File: src/core/adcsq_pkg.sv
// package: register map, field positions and timing counts of the converter control
package adcsq_pkg;
	localparam int ADDR_W = 12;
	localparam logic [ADDR_W-1:0] OFS_SELECT = 12'h000;
	localparam logic [ADDR_W-1:0] OFS_CTRL = 12'h004;
	localparam logic [ADDR_W-1:0] OFS_RES_LOW = 12'h008;
	localparam logic [ADDR_W-1:0] OFS_RES_HIGH = 12'h00C;
	localparam logic [ADDR_W-1:0] OFS_SLEEP = 12'h010;
	// selection register fields
	localparam int SEL_REF_HI = 7;
	localparam int SEL_REF_LO = 6;
	localparam int SEL_LEFT = 5;
	localparam int SEL_ZERO = 4;
	localparam int SEL_CH_HI = 3;
	localparam int SEL_CH_LO = 0;
	// control/status fields
	localparam int CS_EN = 7;
	localparam int CS_START = 6;
	localparam int CS_FREE = 5;
	localparam int CS_DONE = 4;
	localparam int CS_IRQ_EN = 3;
	localparam int CS_DIV_HI = 2;
	localparam int CS_DIV_LO = 0;
	// sleep control register fields
	localparam int SL_MODE_HI = 2;
	localparam int SL_MODE_LO = 0;
	localparam logic [7:0] SELECT_RST = 8'h00;
	localparam logic [7:0] CTRL_RST = 8'h00;
	localparam logic [7:0] SLEEP_RST = 8'h00;
	// conversion lengths in converter clock cycles
	localparam logic [4:0] CONV_NORMAL = 5'h0D;
	localparam logic [4:0] CONV_FIRST = 5'h19;
	localparam logic [9:0] CODE_MAX = 10'h3FF;
	typedef enum logic [1:0] {
		ADCSQ_REF_EXT,
		ADCSQ_REF_SUPPLY,
		ADCSQ_REF_RSVD,
		ADCSQ_REF_INT256
	} adcsq_ref_e;
	typedef enum logic [2:0] {
		ADCSQ_SLP_ACTIVE,
		ADCSQ_SLP_IDLE,
		ADCSQ_SLP_NOISE,
		ADCSQ_SLP_PDOWN,
		ADCSQ_SLP_PSAVE,
		ADCSQ_SLP_STBY
	} adcsq_sleep_e;
endpackage : adcsq_pkg

File: src/core/adcsq_prescaler.sv
// prescaler: one-cycle converter clock enable from the system clock
module adcsq_prescaler (
	// clock and reset
	input wire logic clk_sys_i,
	input wire logic rst_b_i,
	// control
	input wire logic run_i,
	input wire logic [2:0] div_sel_i,
	// tick
	output logic tick_o
);
	import adcsq_pkg::*;

	logic [6:0] cnt_reg;
	logic tick_reg;
	logic [6:0] last;

	// 000 and 001 both divide by two
	function automatic logic [6:0] div_last(input logic [2:0] s);
		logic [6:0] r;
		r = 7'h01;
		if (s > 3'h1) begin
			r = 7'((8'h01 << s) - 8'h01);
		end
		return r;
	endfunction

	assign last = div_last(div_sel_i);
	assign tick_o = tick_reg;

	// held in reset while the converter is off
	always_ff @(posedge clk_sys_i or negedge rst_b_i) begin
		if (!rst_b_i) begin
			cnt_reg <= 7'h00;
			tick_reg <= 1'b0;
		end else if (!run_i) begin
			cnt_reg <= 7'h00;
			tick_reg <= 1'b0;
		end else begin
			tick_reg <= (cnt_reg >= last);
			cnt_reg <= (cnt_reg >= last) ? 7'h00 : cnt_reg + 7'h01;
		end
	end
endmodule // adcsq_prescaler

File: src/core/adcsq_ctrl.sv
// converter sequencer control: apb registers, sequencing and sleep start
// Behaviour
// software prepares converter enabled, idle, single mode, irq enabled before sleep.
// sleep in idle or noise mode with converter prepared starts a conversion.
// completion raises wake request when nothing else woke the core.
// completion request still raised after another interrupt woke the core.
// after wake the core stays active until a new sleep command.
// other sleep states leave the converter enable untouched.
// software should clear enable before deep sleep to save power.
// result bytes readable once the done flag is set.
// result is a 10-bit code from 0x000 to 0x3FF.
// reference and channel changes apply only after the conversion completes.
// reference code decodes to external, supply, reserved, internal 2.56V.
// software must not select internal references with external reference driven.
// left-justify bit changes result presentation immediately.
// channel code selects pins 0-7, bandgap, ground or nothing.
// control/status holds enable, start, free-run, done, irq enable, divider.
// writing one to start begins conversion; reads one while running.
// done flag sets at completion; cleared by vector ack or writing one.
// divider select gives 2,2,4,8,16,32,64,128.
// normal conversion 13 converter clocks, first after enable 25.
// selection register bit 4 reads zero and ignores writes.
//
// Design decisions made here: the APB register port and the register offsets.
module adcsq_ctrl (
	// clock and reset
	input wire logic clk_sys_i,
	input wire logic rst_b_i,
	// apb slave
	input wire logic psel_i,
	input wire logic penable_i,
	input wire logic pwrite_i,
	input wire logic [adcsq_pkg::ADDR_W-1:0] paddr_i,
	input wire logic [31:0] pwdata_i,
	output logic [31:0] prdata_o,
	output logic pready_o,
	output logic pslverr_o,
	// processor sleep interface
	input wire logic core_halted_i,
	input wire logic other_wake_i,
	input wire logic irq_ack_i,
	output logic irq_req_o,
	output logic wake_o,
	// analog core
	input wire logic [9:0] analog_code_i,
	output logic [1:0] ref_sel_o,
	output logic ext_ref_only_o,
	output logic [3:0] channel_sel_o,
	output logic channel_valid_o,
	output logic analog_on_o,
	output logic sample_o
);
	import adcsq_pkg::*;

	typedef enum logic [1:0] {
		ADCSQ_IDLE,
		ADCSQ_WAIT_EDGE,
		ADCSQ_CONVERT
	} adcsq_state_e;

	adcsq_state_e state_reg;
	logic [7:0] sel_reg;
	logic [7:0] ctrl_reg;
	logic [2:0] sleep_reg;
	logic [1:0] ref_act_reg;
	logic [3:0] ch_act_reg;
	logic [9:0] result_reg;
	logic [4:0] cyc_reg;
	logic [4:0] len_reg;
	logic first_reg;
	logic sleep_armed_reg;
	logic sleep_started_reg;
	logic [31:0] prdata_reg;
	logic pready_reg;
	logic pslverr_reg;
	logic irq_req_reg;
	logic wake_reg;
	logic sample_reg;
	logic ext_ref_reg;
	logic ch_valid_reg;

	logic tick;
	logic access;
	logic wr;
	logic hit_sel;
	logic hit_ctrl;
	logic hit_low;
	logic hit_high;
	logic hit_sleep;
	logic hit_any;
	logic en;
	logic free_run;
	logic busy;
	logic finish;
	logic start_wr;
	logic done_clr_wr;
	logic en_rise;
	logic sleep_trig;
	logic conv_go;
	logic [15:0] result_view;
	logic [7:0] ctrl_view;
	logic [31:0] rdata;
	logic ext_ref_next;
	logic ch_valid_next;

	adcsq_prescaler u_presc (
		.clk_sys_i(clk_sys_i),
		.rst_b_i(rst_b_i),
		.run_i(ctrl_reg[CS_EN]),
		.div_sel_i(ctrl_reg[CS_DIV_HI:CS_DIV_LO]),
		.tick_o(tick)
	);

	// apb decode: one wait state, answer on the second access cycle
	assign access = psel_i && penable_i && !pready_reg;
	assign wr = access && pwrite_i;
	assign hit_sel = (paddr_i == OFS_SELECT);
	assign hit_ctrl = (paddr_i == OFS_CTRL);
	assign hit_low = (paddr_i == OFS_RES_LOW);
	assign hit_high = (paddr_i == OFS_RES_HIGH);
	assign hit_sleep = (paddr_i == OFS_SLEEP);
	assign hit_any = hit_sel || hit_ctrl || hit_low || hit_high || hit_sleep;

	assign en = ctrl_reg[CS_EN];
	assign free_run = ctrl_reg[CS_FREE];
	assign busy = (state_reg != ADCSQ_IDLE);
	assign finish = (state_reg == ADCSQ_CONVERT) && tick && (cyc_reg == len_reg);
	assign start_wr = wr && hit_ctrl && pwdata_i[CS_START] && pwdata_i[CS_EN];
	assign done_clr_wr = wr && hit_ctrl && pwdata_i[CS_DONE];
	assign en_rise = wr && hit_ctrl && pwdata_i[CS_EN] && !en;
	// noise-reduction or idle sleep, prepared, core halted
	assign sleep_trig = sleep_armed_reg && core_halted_i && en && !busy
		&& !free_run && ctrl_reg[CS_IRQ_EN];
	assign conv_go = start_wr || sleep_trig;

	// presentation follows the left-justify bit at once, even mid-conversion
	assign result_view = sel_reg[SEL_LEFT] ? {result_reg, 6'h00}
		: {6'h00, result_reg};
	assign ctrl_view = {ctrl_reg[7], busy, ctrl_reg[5:0]};
	// flags decoded ahead so the pins come straight from flip-flops
	assign ext_ref_next = (sel_reg[SEL_REF_HI:SEL_REF_LO] == ADCSQ_REF_EXT);
	assign ch_valid_next = !sel_reg[SEL_CH_HI]
		|| (sel_reg[SEL_CH_HI-1:SEL_CH_LO+1] == 2'h3);

	always_comb begin
		rdata = 32'h0000_0000;
		if (hit_sel) begin
			rdata[7:0] = sel_reg;
		end else if (hit_ctrl) begin
			rdata[7:0] = ctrl_view;
		end else if (hit_low) begin
			rdata[7:0] = result_view[7:0];
		end else if (hit_high) begin
			rdata[7:0] = result_view[15:8];
		end else if (hit_sleep) begin
			rdata[2:0] = sleep_reg;
		end
	end

	// apb answer registers
	always_ff @(posedge clk_sys_i or negedge rst_b_i) begin
		if (!rst_b_i) begin
			pready_reg <= 1'b0;
			pslverr_reg <= 1'b0;
			prdata_reg <= 32'h0000_0000;
		end else begin
			pready_reg <= access;
			pslverr_reg <= access && !hit_any;
			if (access && !pwrite_i) begin
				prdata_reg <= rdata;
			end
		end
	end

	// selection register; bit 4 stays zero
	always_ff @(posedge clk_sys_i or negedge rst_b_i) begin
		if (!rst_b_i) begin
			sel_reg <= SELECT_RST;
		end else if (wr && hit_sel) begin
			sel_reg <= pwdata_i[7:0] & ~(8'h01 << SEL_ZERO);
		end
	end

	// settings in use track the register only while no conversion holds them
	always_ff @(posedge clk_sys_i or negedge rst_b_i) begin
		if (!rst_b_i) begin
			ref_act_reg <= 2'h0;
			ch_act_reg <= 4'h0;
			ext_ref_reg <= 1'b1;
			ch_valid_reg <= 1'b1;
		end else if (!busy || finish) begin
			ref_act_reg <= sel_reg[SEL_REF_HI:SEL_REF_LO];
			ch_act_reg <= sel_reg[SEL_CH_HI:SEL_CH_LO];
			ext_ref_reg <= ext_ref_next;
			ch_valid_reg <= ch_valid_next;
		end
	end

	// control/status; done flag set wins over any clear
	always_ff @(posedge clk_sys_i or negedge rst_b_i) begin
		if (!rst_b_i) begin
			ctrl_reg <= CTRL_RST;
		end else begin
			if (wr && hit_ctrl) begin
				ctrl_reg[CS_EN] <= pwdata_i[CS_EN];
				ctrl_reg[CS_FREE] <= pwdata_i[CS_FREE];
				ctrl_reg[CS_IRQ_EN] <= pwdata_i[CS_IRQ_EN];
				ctrl_reg[CS_DIV_HI:CS_DIV_LO] <= pwdata_i[CS_DIV_HI:CS_DIV_LO];
			end
			ctrl_reg[CS_START] <= 1'b0;
			if (finish) begin
				ctrl_reg[CS_DONE] <= 1'b1;
			end else if (done_clr_wr || irq_ack_i) begin
				ctrl_reg[CS_DONE] <= 1'b0;
			end
		end
	end

	// sleep command register: written by the core on each sleep instruction
	always_ff @(posedge clk_sys_i or negedge rst_b_i) begin
		if (!rst_b_i) begin
			sleep_reg <= SLEEP_RST[2:0];
			sleep_armed_reg <= 1'b0;
		end else if (wr && hit_sleep) begin
			sleep_reg <= pwdata_i[SL_MODE_HI:SL_MODE_LO];
			sleep_armed_reg <= (pwdata_i[2:0] == ADCSQ_SLP_IDLE)
				|| (pwdata_i[2:0] == ADCSQ_SLP_NOISE);
		end else if (sleep_trig || other_wake_i || wake_reg) begin
			// one sleep command starts at most one conversion
			sleep_armed_reg <= 1'b0;
			sleep_reg <= ADCSQ_SLP_ACTIVE;
		end
	end

	// conversion sequencer
	always_ff @(posedge clk_sys_i or negedge rst_b_i) begin
		if (!rst_b_i) begin
			state_reg <= ADCSQ_IDLE;
			cyc_reg <= 5'h00;
			len_reg <= CONV_NORMAL;
			first_reg <= 1'b0;
			result_reg <= 10'h000;
			sample_reg <= 1'b0;
		end else begin
			sample_reg <= 1'b0;
			if (en_rise) begin
				first_reg <= 1'b1;
			end
			if (!en) begin
				state_reg <= ADCSQ_IDLE;
				if (conv_go) begin
					state_reg <= ADCSQ_WAIT_EDGE;
				end
			end else begin
				case (state_reg)
				ADCSQ_IDLE: begin
					if (conv_go) begin
						state_reg <= ADCSQ_WAIT_EDGE;
					end
				end
				ADCSQ_WAIT_EDGE: begin
					if (tick) begin
						state_reg <= ADCSQ_CONVERT;
						cyc_reg <= 5'h01;
						len_reg <= first_reg ? CONV_FIRST : CONV_NORMAL;
						first_reg <= 1'b0;
					end
				end
				ADCSQ_CONVERT: begin
					if (tick) begin
						cyc_reg <= cyc_reg + 5'h01;
						if (finish) begin
							result_reg <= analog_code_i & CODE_MAX;
							sample_reg <= 1'b1;
							cyc_reg <= 5'h01;
							len_reg <= CONV_NORMAL;
							if (!free_run) begin
								state_reg <= ADCSQ_IDLE;
							end
						end
					end
				end
				default: begin
					state_reg <= ADCSQ_IDLE;
				end
				endcase
			end
		end
	end

	// wake request from a sleep-started conversion
	always_ff @(posedge clk_sys_i or negedge rst_b_i) begin
		if (!rst_b_i) begin
			sleep_started_reg <= 1'b0;
			irq_req_reg <= 1'b0;
			wake_reg <= 1'b0;
		end else begin
			if (sleep_trig) begin
				sleep_started_reg <= 1'b1;
			end else if (finish || !en) begin
				sleep_started_reg <= 1'b0;
			end
			// request raised whatever woke the core first
			irq_req_reg <= ctrl_reg[CS_IRQ_EN]
				&& (ctrl_reg[CS_DONE] || finish);
			wake_reg <= finish && sleep_started_reg
				&& ctrl_reg[CS_IRQ_EN];
		end
	end

	assign prdata_o = prdata_reg;
	assign pready_o = pready_reg;
	assign pslverr_o = pslverr_reg;
	assign irq_req_o = irq_req_reg;
	assign wake_o = wake_reg;
	assign ref_sel_o = ref_act_reg;
	assign ext_ref_only_o = ext_ref_reg;
	assign channel_sel_o = ch_act_reg;
	assign channel_valid_o = ch_valid_reg;
	assign analog_on_o = ctrl_reg[CS_EN];
	assign sample_o = sample_reg;
endmodule // adcsq_ctrl

File: config.mk
export PLATFORM = sky130hd
export DESIGN_NAME = adcsq_ctrl
export DESIGN_NICKNAME = d
export VERILOG_FILES = /design/src/core/adcsq_pkg.sv /design/src/core/adcsq_prescaler.sv /design/src/core/adcsq_ctrl.sv
export SDC_FILE = /design/constraint.sdc
export NUM_CORES = 1
export LEC_CHECK = 0
export BUFFER_PORTS_ARGS = -buffer_cell sky130_fd_sc_hd__buf_2
export CAP_MARGIN = 20
export CORE_MARGIN = 2
export CORE_UTILIZATION = 40
export DETAILED_ROUTE_END_ITERATION = 10
export PLACE_DENSITY = 0.67
export SYNTH_ARGS = -nofsm -noshare
export SYNTH_HDL_FRONTEND = slang
export SYNTH_SLANG_ARGS = --single-unit
File: constraint.sdc
create_clock -name clk_sys_i -period 4.07 [get_ports clk_sys_i]
set_input_delay 0.814 -clock clk_sys_i [delete_from_list [all_inputs] [get_ports clk_sys_i]]
set_output_delay 0.814 -clock clk_sys_i [all_outputs]
set_load 0.05 [all_outputs]
==> results.json, run 1 <==
{
  "fmax_mhz": 368.5,
  "ant_nets": 0,
  "setup_slack_ps": 1356,
  "finalHoldWorstSlack_ps": 442.9,
  "startpoint_type": "register",
  "finalPower_w": 0.001939,
  "slew_violations": 0,
  "layout.nets": 497,
  "portBuffers": 59,
  "period_needed_ps": 2714,
  "cts_buffer_depth": 2,
  "drc": 0,
  "die_y_microns": 100.6,
  "die_area_sq_mm": 0.01013,
  "core_sq_mm": 0.009153,
  "met3_length_microns": 449,
  "wl_per_cell_microns": 14.11,
  "syn2layout_area_growth_pct": 12.56,
  "start_util_pct": 40.81,
  "dp_cells": 520,
  "grt-ovfl-total": 0,
  "final_cell_mix": "65 x dfrtp_1, 59 x buf_2, 45 x nand2_1",
  "grt_pass1_wl_mm": 12.91,
  "layout-drive-gt1-share_pct": 28.24,
  "clockRootBuffer": "clkbuf_8",
  "critical_path_required_ps": 4310,
  "worstPathMaxFanout": 8,
  "finalSetupTns_ps": 0,
  "finalSetupViolations": 0,
  "antenna_found_initial": 0,
  "clk_pin_slew_ps": 80,
  "synth_cell_types": 55,
  "yosysTopAreaCell": "dfrtp_1",
  "cts_buffers": 9,
  "final_cells": 536,
  "skew_ps": 7.646,
  "dieWidth_microns": 100.6,
  "power_density_mw_per_mm2": 461.2,
  "finalCritPeriodShare_pct": 66.68,
  "drt-pass1-iter-count": 4,
  "finalWirelength_mm": 7.562,
  "yosys_warnings": 0,
  "cts_setup_buffers": 0,
  "synth_cells": 366,
  "diodes": 0,
  "ys_async_sr_fraction_pct": 100.0,
  "post_drt_via_cell_ratio": 5.052,
  "clock_latency_ps": 340,
  "grt_pass1_vias": 2681,
  "ctsHoldBuffers": 0,
  "crit_type": "register to register",
  "gp_congestion": 0.7820,
  "status": "finished, final reports clean",
  "rows": 35,
  "grt_max_degree": 46,
  "n_fill_cell": 842,
  "cap_violations": 0,
  "top_level_ports": 108,
  "met2WireLength_mm": 3.547,
  "synth_edf_count": 0,
  "place_ws_ps": 1382,
  "met1Wirelength_mm": 3.434,
  "cts_sinks": 68,
  "slew_headroom_pct": 55.11,
  "syn_area_per_cell_sq_um": 10.20,
  "hpwlAfterDp_mm": 5.660,
  "cts_tree": "built",
  "largest_reg_flops": 10,
  "routed.top_layer": "met4",
  "cts-htree-levels": 3,
  "ir_drop_v": 0.0002540,
  "drtIter0Drc": 114,
  "ys_seq_area_share_pct": 45.66,
  "synth.top_cells.by_area": "dfrtp_1 44%, mux2_2 8.7%, ha_1 5.0%",
  "crit_path_end_kind": "register",
  "gr-usage-all-layers_pct": 16.19,
  "worstMarginPinSlew_ps": 671.9,
  "ys_seq_elements": 68,
  "synth_area_sq_mm": 0.003735,
  "ys.flop_type": "dfrtp_1",
  "p_leak_nw": 2.032,
  "arrival_ps": 2950,
  "hold_violations": 0,
  "final_common_cell": "dfrtp_1",
  "num_vias": 2708,
  "synth_top_area_share_pct": 43.55,
  "rsz0062_at_grt": "no",
  "hp-class": "input pin to asynchronous set/reset pin",
  "post_cts_resized": 0
}
==> per-layer routing <==
layer / global-route usage (%) / up-vias
met5: 0 / -
met4: 5.690 / 0
met3: 3.259 / 12
met2: 25.28 / 77
met1: 22.40 / 1291
li1: - / 1328
==> through the flow <==
stage | cell area (sq um) | util, %
2_1_floorplan | 3821 | -
3_3_place_gp | 4003 | 43.73
3_5_place_dp | 4003 | 43.73
4_1_cts | 4204 | 45.93
5_1_grt | 4204 | 45.93
6_report | 4204 | 45.93
==> cell type report <==
cell class	count	area [sq um]	area share [%]
multi-input combinational	269	1810	43.07
sequential	68	1705	40.57
timing repair buffer	60	302.8	7.202
tap	111	138.9	3.304
clock buffer	10	137.6	3.274
clock inverter	6	63.81	1.518
inverter	12	45.04	1.071
==> critical path, cell delays in order, from the launching register on <==
cell      delay [ps]
dfrtp_1          460
or3_1            410
ha_1             260
nor4b_1          320
a21oi_1           90
ha_1             190
a211o_1          260
a21oi_1          140
o21ai_1          190
a211oi_1         310
==> path summary, 6_finish.rpt <==
path / start / endpoint / slack, ps / depth (start not counted)
setup / recovery: ctrl_reg[2] / u_presc.cnt_reg[0] / 1360 / 9
hold / removal: rst_b_i / prdata_o[2] / 440 / 1
setup reg to reg: ctrl_reg[2] / u_presc.cnt_reg[0] / 1360 / 9
hold reg to reg: sel_reg[6] / ext_ref_only_o / 460 / 1
max in group asynchronous: rst_b_i / len_reg[2] / 2660 / 2
min in group clk_sys_i: sel_reg[6] / ext_ref_only_o / 460 / 1
==> logic make-up (layout without fill, tap and decap cells) <==
group | Yosys count | count (layout) | synth area share, %
adder cells (fa/ha/maj) | 15 | 15 | 5.025
XOR/XNOR | 13 | 13 | 3.049
flip-flops | 68 | 68 | 45.66
AND/OR/NAND/NOR | 119 | 119 | 16.48
other | 2 | 25 | 0.2011
buffers and inverters | 52 | 88 | 8.174
AO/OA/AOI/OAI | 61 | 61 | 10.45
multiplexers | 36 | 36 | 10.95
==> power by group <==
group	internal [W]	leakage [nW]	switching, W
Sequential	0.000781	0.875	0.0000888
Clock	0.000298	0.0983	0.000268
Combinational	0.000204	1.06	0.000298
==> cell usage after synthesis (8+ instances only) <==
master and instances:
clkbuf_1 8, a21oi_1 11, o21ai_0 19, nand3_1 9, xor2_1 8, ha_1 15
nor2_1 24, dfrtp_1 65, mux2_2 29, nand2_1 45, inv_1 12, buf_4 24
(Power assumes the default switching activity.)
==> run 2, diff against run 1 <==
- clock period: 4.07 -> 2.5 ns (I/O delays scaled with it)
==> results.json, run 2 (same netlist as run 1, synthesis figures left out) <==
{
  "status": "finished, final reports clean",
  "placedInstanceArea_sq_mm": 0.004068,
  "met1Wirelength_mm": 3.536,
  "cts_buffers": 9,
  "p_leak_nw": 2.105,
  "period_needed_ps": 2401,
  "gr-usage-all-layers_pct": 16.59,
  "ant_nets": 0,
  "power_density_mw_per_mm2": 780.1,
  "top_level_ports": 108,
  "die_y_microns": 100.6,
  "met3_length_microns": 312,
  "grt_max_degree": 69,
  "antenna_found_initial": 0,
  "layout-drive-gt1-share_pct": 31.25,
  "met2WireLength_mm": 3.787,
  "path_buf_inv": 0,
  "start_util_pct": 40.81,
  "crit_type": "register to register",
  "critical_path_required_ps": 2750,
  "worstMarginPinSlew_ps": 508.2,
  "diodes": 0,
  "arrival_ps": 2650,
  "cpLargestDelayFamily": "compound AO/OA/AOI/OAI gates",
  "cts-htree-levels": 3,
  "slew_headroom_pct": 66.08,
  "hold_violations": 0,
  "largest_reg_flops": 10,
  "cts_sinks": 68,
  "rrSetupSlack_ps": 100,
  "ctsHoldBuffers": 0,
  "num_vias": 2734,
  "cp_slowest_cell": "or3_4",
  "core_sq_mm": 0.009153,
  "n_fill_cell": 825,
  "slowest_delay_ps": 400,
  "grt_pass1_wl_mm": 13.19,
  "slew_violations": 0,
  "finalWirelength_mm": 7.701,
  "cp_cell_sequence": "or3_4 > ha_4 > xor2_1 > nand2_1 > ha_1 > a211o_1 > a21oi_2 > o21ai_4 > a211oi_1",
  "crit_path_end_kind": "register",
  "cts_buffer_depth": 2,
  "cts_setup_buffers": 0,
  "skew_ps": 10.40,
  "hp-class": "input pin to asynchronous set/reset pin",
  "rr_startpoint": "ctrl_reg[2]",
  "dp_cells": 527,
  "drtIter0Drc": 98,
  "post_drt_via_cell_ratio": 5.035,
  "cts_tree": "built",
  "portBuffers": 59,
  "syn2layout_area_growth_pct": 16.92,
  "drt-pass1-iter-count": 4,
  "clockRootBuffer": "clkbuf_8",
  "final_cells": 543,
  "dieWidth_microns": 100.6,
  "die_area_sq_mm": 0.01013,
  "rows": 35,
  "gp_congestion": 0.7748,
  "drc": 0,
  "finalCritPeriodShare_pct": 96.06,
  "hpwlAfterDp_mm": 5.755,
  "r2r-end": "u_presc.cnt_reg[6]",
  "final_cell_mix": "65 x dfrtp_1, 59 x buf_2, 45 x nand2_1",
  "regArea_sq_mm": 0.001705,
  "cap_violations": 0,
  "startpoint_type": "register",
  "wl_per_cell_microns": 14.18,
  "routed.top_layer": "met4",
  "ir_drop_v": 0.0005078,
  "stdcell_area_sq_mm": 0.004367,
  "clock_latency_ps": 350,
  "finalSetupViolations": 0,
  "grt-ovfl-total": 0,
  "fmax_mhz": 416.4,
  "worstPathMaxFanout": 8,
  "clk_pin_slew_ps": 70,
  "multiInputGateArea_sq_mm": 0.001869,
  "grt_pass1_vias": 2776,
  "final_common_cell": "dfrtp_1",
  "ff2ff_path_depth": 9,
  "layout.nets": 504
}
-- run 2: layout make-up --
cell class              count  area share (%)
multi-input cells         269           42.81
flip-flops and latches     68           39.05
repair buffers             67           8.424
well taps                 111           3.181
clock buffers              10           2.923
clock inverters             6           2.579
inverters                  12           1.032
-- run 2: through the flow --
step	util, %	worst slack, ps	hold slack (ps)	setup TNS [ps]	total power (W)
after floorplan	-	33.14	204.4	0	0.002080
after global placement	44.44	28.34	444.5	0	0.002230
after detailed placement	44.44	-87.45	461.9	-431.8	0.002269
after CTS	47.20	31.57	174.2	0	0.003380
after global routing	47.71	-8.865	177.6	-8.865	0.003610
final	47.71	98.60	147.4	0	0.003407
-- run 2: worst max-delay path by stage --
stage                 from            endpoint  slack (ps)  cells past startpoint
3_5_place_dp   ctrl_reg[2]  u_presc.cnt_reg[2]         -90                      9
3_3_place_gp   ctrl_reg[2]  u_presc.cnt_reg[0]          30                      9
4_1_cts        ctrl_reg[2]  u_presc.cnt_reg[4]          30                      9
6_report       ctrl_reg[2]  u_presc.cnt_reg[6]         100                      9
2_1_floorplan  ctrl_reg[2]  u_presc.cnt_reg[0]          30                     10
5_1_grt        ctrl_reg[2]  u_presc.cnt_reg[5]          -9                     11
-- run 2: power by group --
| group | switching, W | internal [W] |
|---|---|---|
| registers | 0.000144 | 0.00127 |
| logic | 0.000524 | 0.000373 |
| clock network | 0.000429 | 0.000665 |
-- run 2: metal layers --
metal  up-vias  track usage [%]
met1      1330            21.87
met4         0            5.269
met2        55            26.92
met5         -                0
met3         7            4.022
li1       1342                -
-- run 2: worst register-to-register path: cells and delay by family (launching register included) --
family	cells	cell delay, ps
fa+ha+maj	2	480
simple gates	2	480
compound gates	4	810
xor+xnor	1	180
flops	1	380
-- run 2: what timing repair did --
action | CTS | global route
pin swaps | 0 | 1
gates resized for setup | 3 | 9
setup endpoints to repair | 8 | 7
==> run 3, diff against run 2 <==
- clock period: 2.5 -> 2.8 ns (I/O delays scaled with it)
==> results.json, run 3 (same netlist as run 1, synthesis figures left out) <==
{
  "layout.nets": 500,
  "hold_violations": 0,
  "crit_type": "register to register",
  "n_fill_cell": 878,
  "grt-ovfl-total": 0,
  "portBuffers": 59,
  "largest_reg_flops": 10,
  "dieWidth_microns": 100.6,
  "slew_headroom_pct": 54.96,
  "hpwlAfterDp_mm": 5.707,
  "ant_nets": 0,
  "post_cts_resized": 0,
  "final_common_cell": "dfrtp_1",
  "period_needed_ps": 2574,
  "finalSetupViolations": 0,
  "setup_slack_ps": 226.4,
  "top_level_ports": 108,
  "finalHoldWorstSlack_ps": 218.6,
  "gr-usage-all-layers_pct": 16.48,
  "start_util_pct": 40.81,
  "path_buf_inv": 0,
  "cts_setup_buffers": 0,
  "cts_sinks": 68,
  "drc": 0,
  "startpoint_type": "register",
  "place_ws_ps": 126.1,
  "power_density_mw_per_mm2": 685.4,
  "rows": 35,
  "finalWirelength_mm": 7.650,
  "syn2layout_area_growth_pct": 14.44,
  "cts-htree-levels": 3,
  "die_area_sq_mm": 0.01013,
  "wl_per_cell_microns": 14.19,
  "cts_buffer_depth": 2,
  "clk_pin_slew_ps": 70,
  "slew_violations": 0,
  "slowest_delay_ps": 470,
  "cts_buffers": 9,
  "layout-drive-gt1-share_pct": 28.74,
  "multiInputGateArea_sq_mm": 0.001819,
  "worstPathMaxFanout": 9,
  "post_drt_via_cell_ratio": 5.119,
  "hp-class": "input pin to asynchronous set/reset pin",
  "finalSetupTns_ps": 0,
  "antenna_found_initial": 0,
  "critical_path_required_ps": 3050,
  "ir_drop_v": 0.0003644,
  "finalCritPeriodShare_pct": 91.91,
  "ctsHoldBuffers": 0,
  "clock_latency_ps": 350,
  "rr_startpoint": "ctrl_reg[1]",
  "grt_max_degree": 69,
  "diodes": 0,
  "cp_cell_sequence": "or3_1 > ha_1 > nor4b_1 > a21oi_1 > ha_1 > a211o_1 > a21oi_1 > o21ai_2 > a211oi_1",
  "fmax_mhz": 388.6,
  "clockRootBuffer": "clkbuf_8",
  "crit_path_end_kind": "register",
  "cts_tree": "built",
  "cpLargestDelayFamily": "compound AO/OA/AOI/OAI gates",
  "worstMarginPinSlew_ps": 674.2,
  "num_vias": 2759,
  "cp_slowest_cell": "dfrtp_1",
  "die_y_microns": 100.6,
  "grt_pass1_vias": 2729,
  "crit_start": "ctrl_reg[1]",
  "grt_pass1_wl_mm": 13.10,
  "drtIter0Drc": 109,
  "core_sq_mm": 0.009153,
  "cap_violations": 0,
  "gp_congestion": 0.7816,
  "rsz0062_at_grt": "no",
  "skew_ps": 10.28,
  "final_cell_mix": "65 x dfrtp_1, 59 x buf_2, 45 x nand2_1",
  "status": "finished, final reports clean",
  "p_leak_nw": 2.070,
  "drt-pass1-iter-count": 4,
  "regArea_sq_mm": 0.001705,
  "arrival_ps": 2820
}
## run 3: cell types whose count changed in the layout (fill, tap and decap cells not counted), sizes merged
cell and delta:
buf -4, bufinv -1, clkbuf +3, clkinv -2
## run 3: final timing paths
kind | endpoint | slack, ps | depth (start not counted)
worst min register to register | ext_ref_only_o | 450 | 1
worst max register to register | u_presc.cnt_reg[3] | 230 | 9
min in group clk_sys_i | result_reg[8] | 440 | 2
worst min-delay path | prdata_o[1] | 220 | 2
worst max-delay path | u_presc.cnt_reg[3] | 230 | 9
max in group asynchronous | len_reg[2] | 2240 | 2
## run 3: per-stage QoR
stage | total power (W) | cell area [sq um] | cells | utilization (%)
detailed placement | 0.002022 | 4038 | 523 | 44.11
CTS | 0.002946 | 4265 | 539 | 46.60
floorplan | 0.001857 | 3821 | 389 | -
finish | 0.002929 | 4274 | 539 | 46.70
global placement | 0.001993 | 4038 | 523 | 44.11
global route | 0.003118 | 4274 | 539 | 46.70
## run 3: layout make-up
class | count | area share [%]
Tap cell | 111 | 3.249
Clock buffer | 13 | 3.718
Inverter | 12 | 1.054
Multi-Input combinational cell | 269 | 42.56
Sequential cell | 68 | 39.90
Timing Repair Buffer | 63 | 7.904
Clock inverter | 3 | 1.610
## run 3: layer usage
metal	up-vias	wire (microns)	GRT usage [%]
li1	1337	-	-
met1	1351	3490	21.51
met2	61	3699	26.67
met3	10	349	3.953
met4	0	110	6.006
met5	-	0	0
## run 3: power by group
group	total, W	switching (W)	internal [W]
sequential	0.00126	0.000127	0.00114
clock	0.000918	0.000366	0.000553
combinational	0.000748	0.000442	0.000306
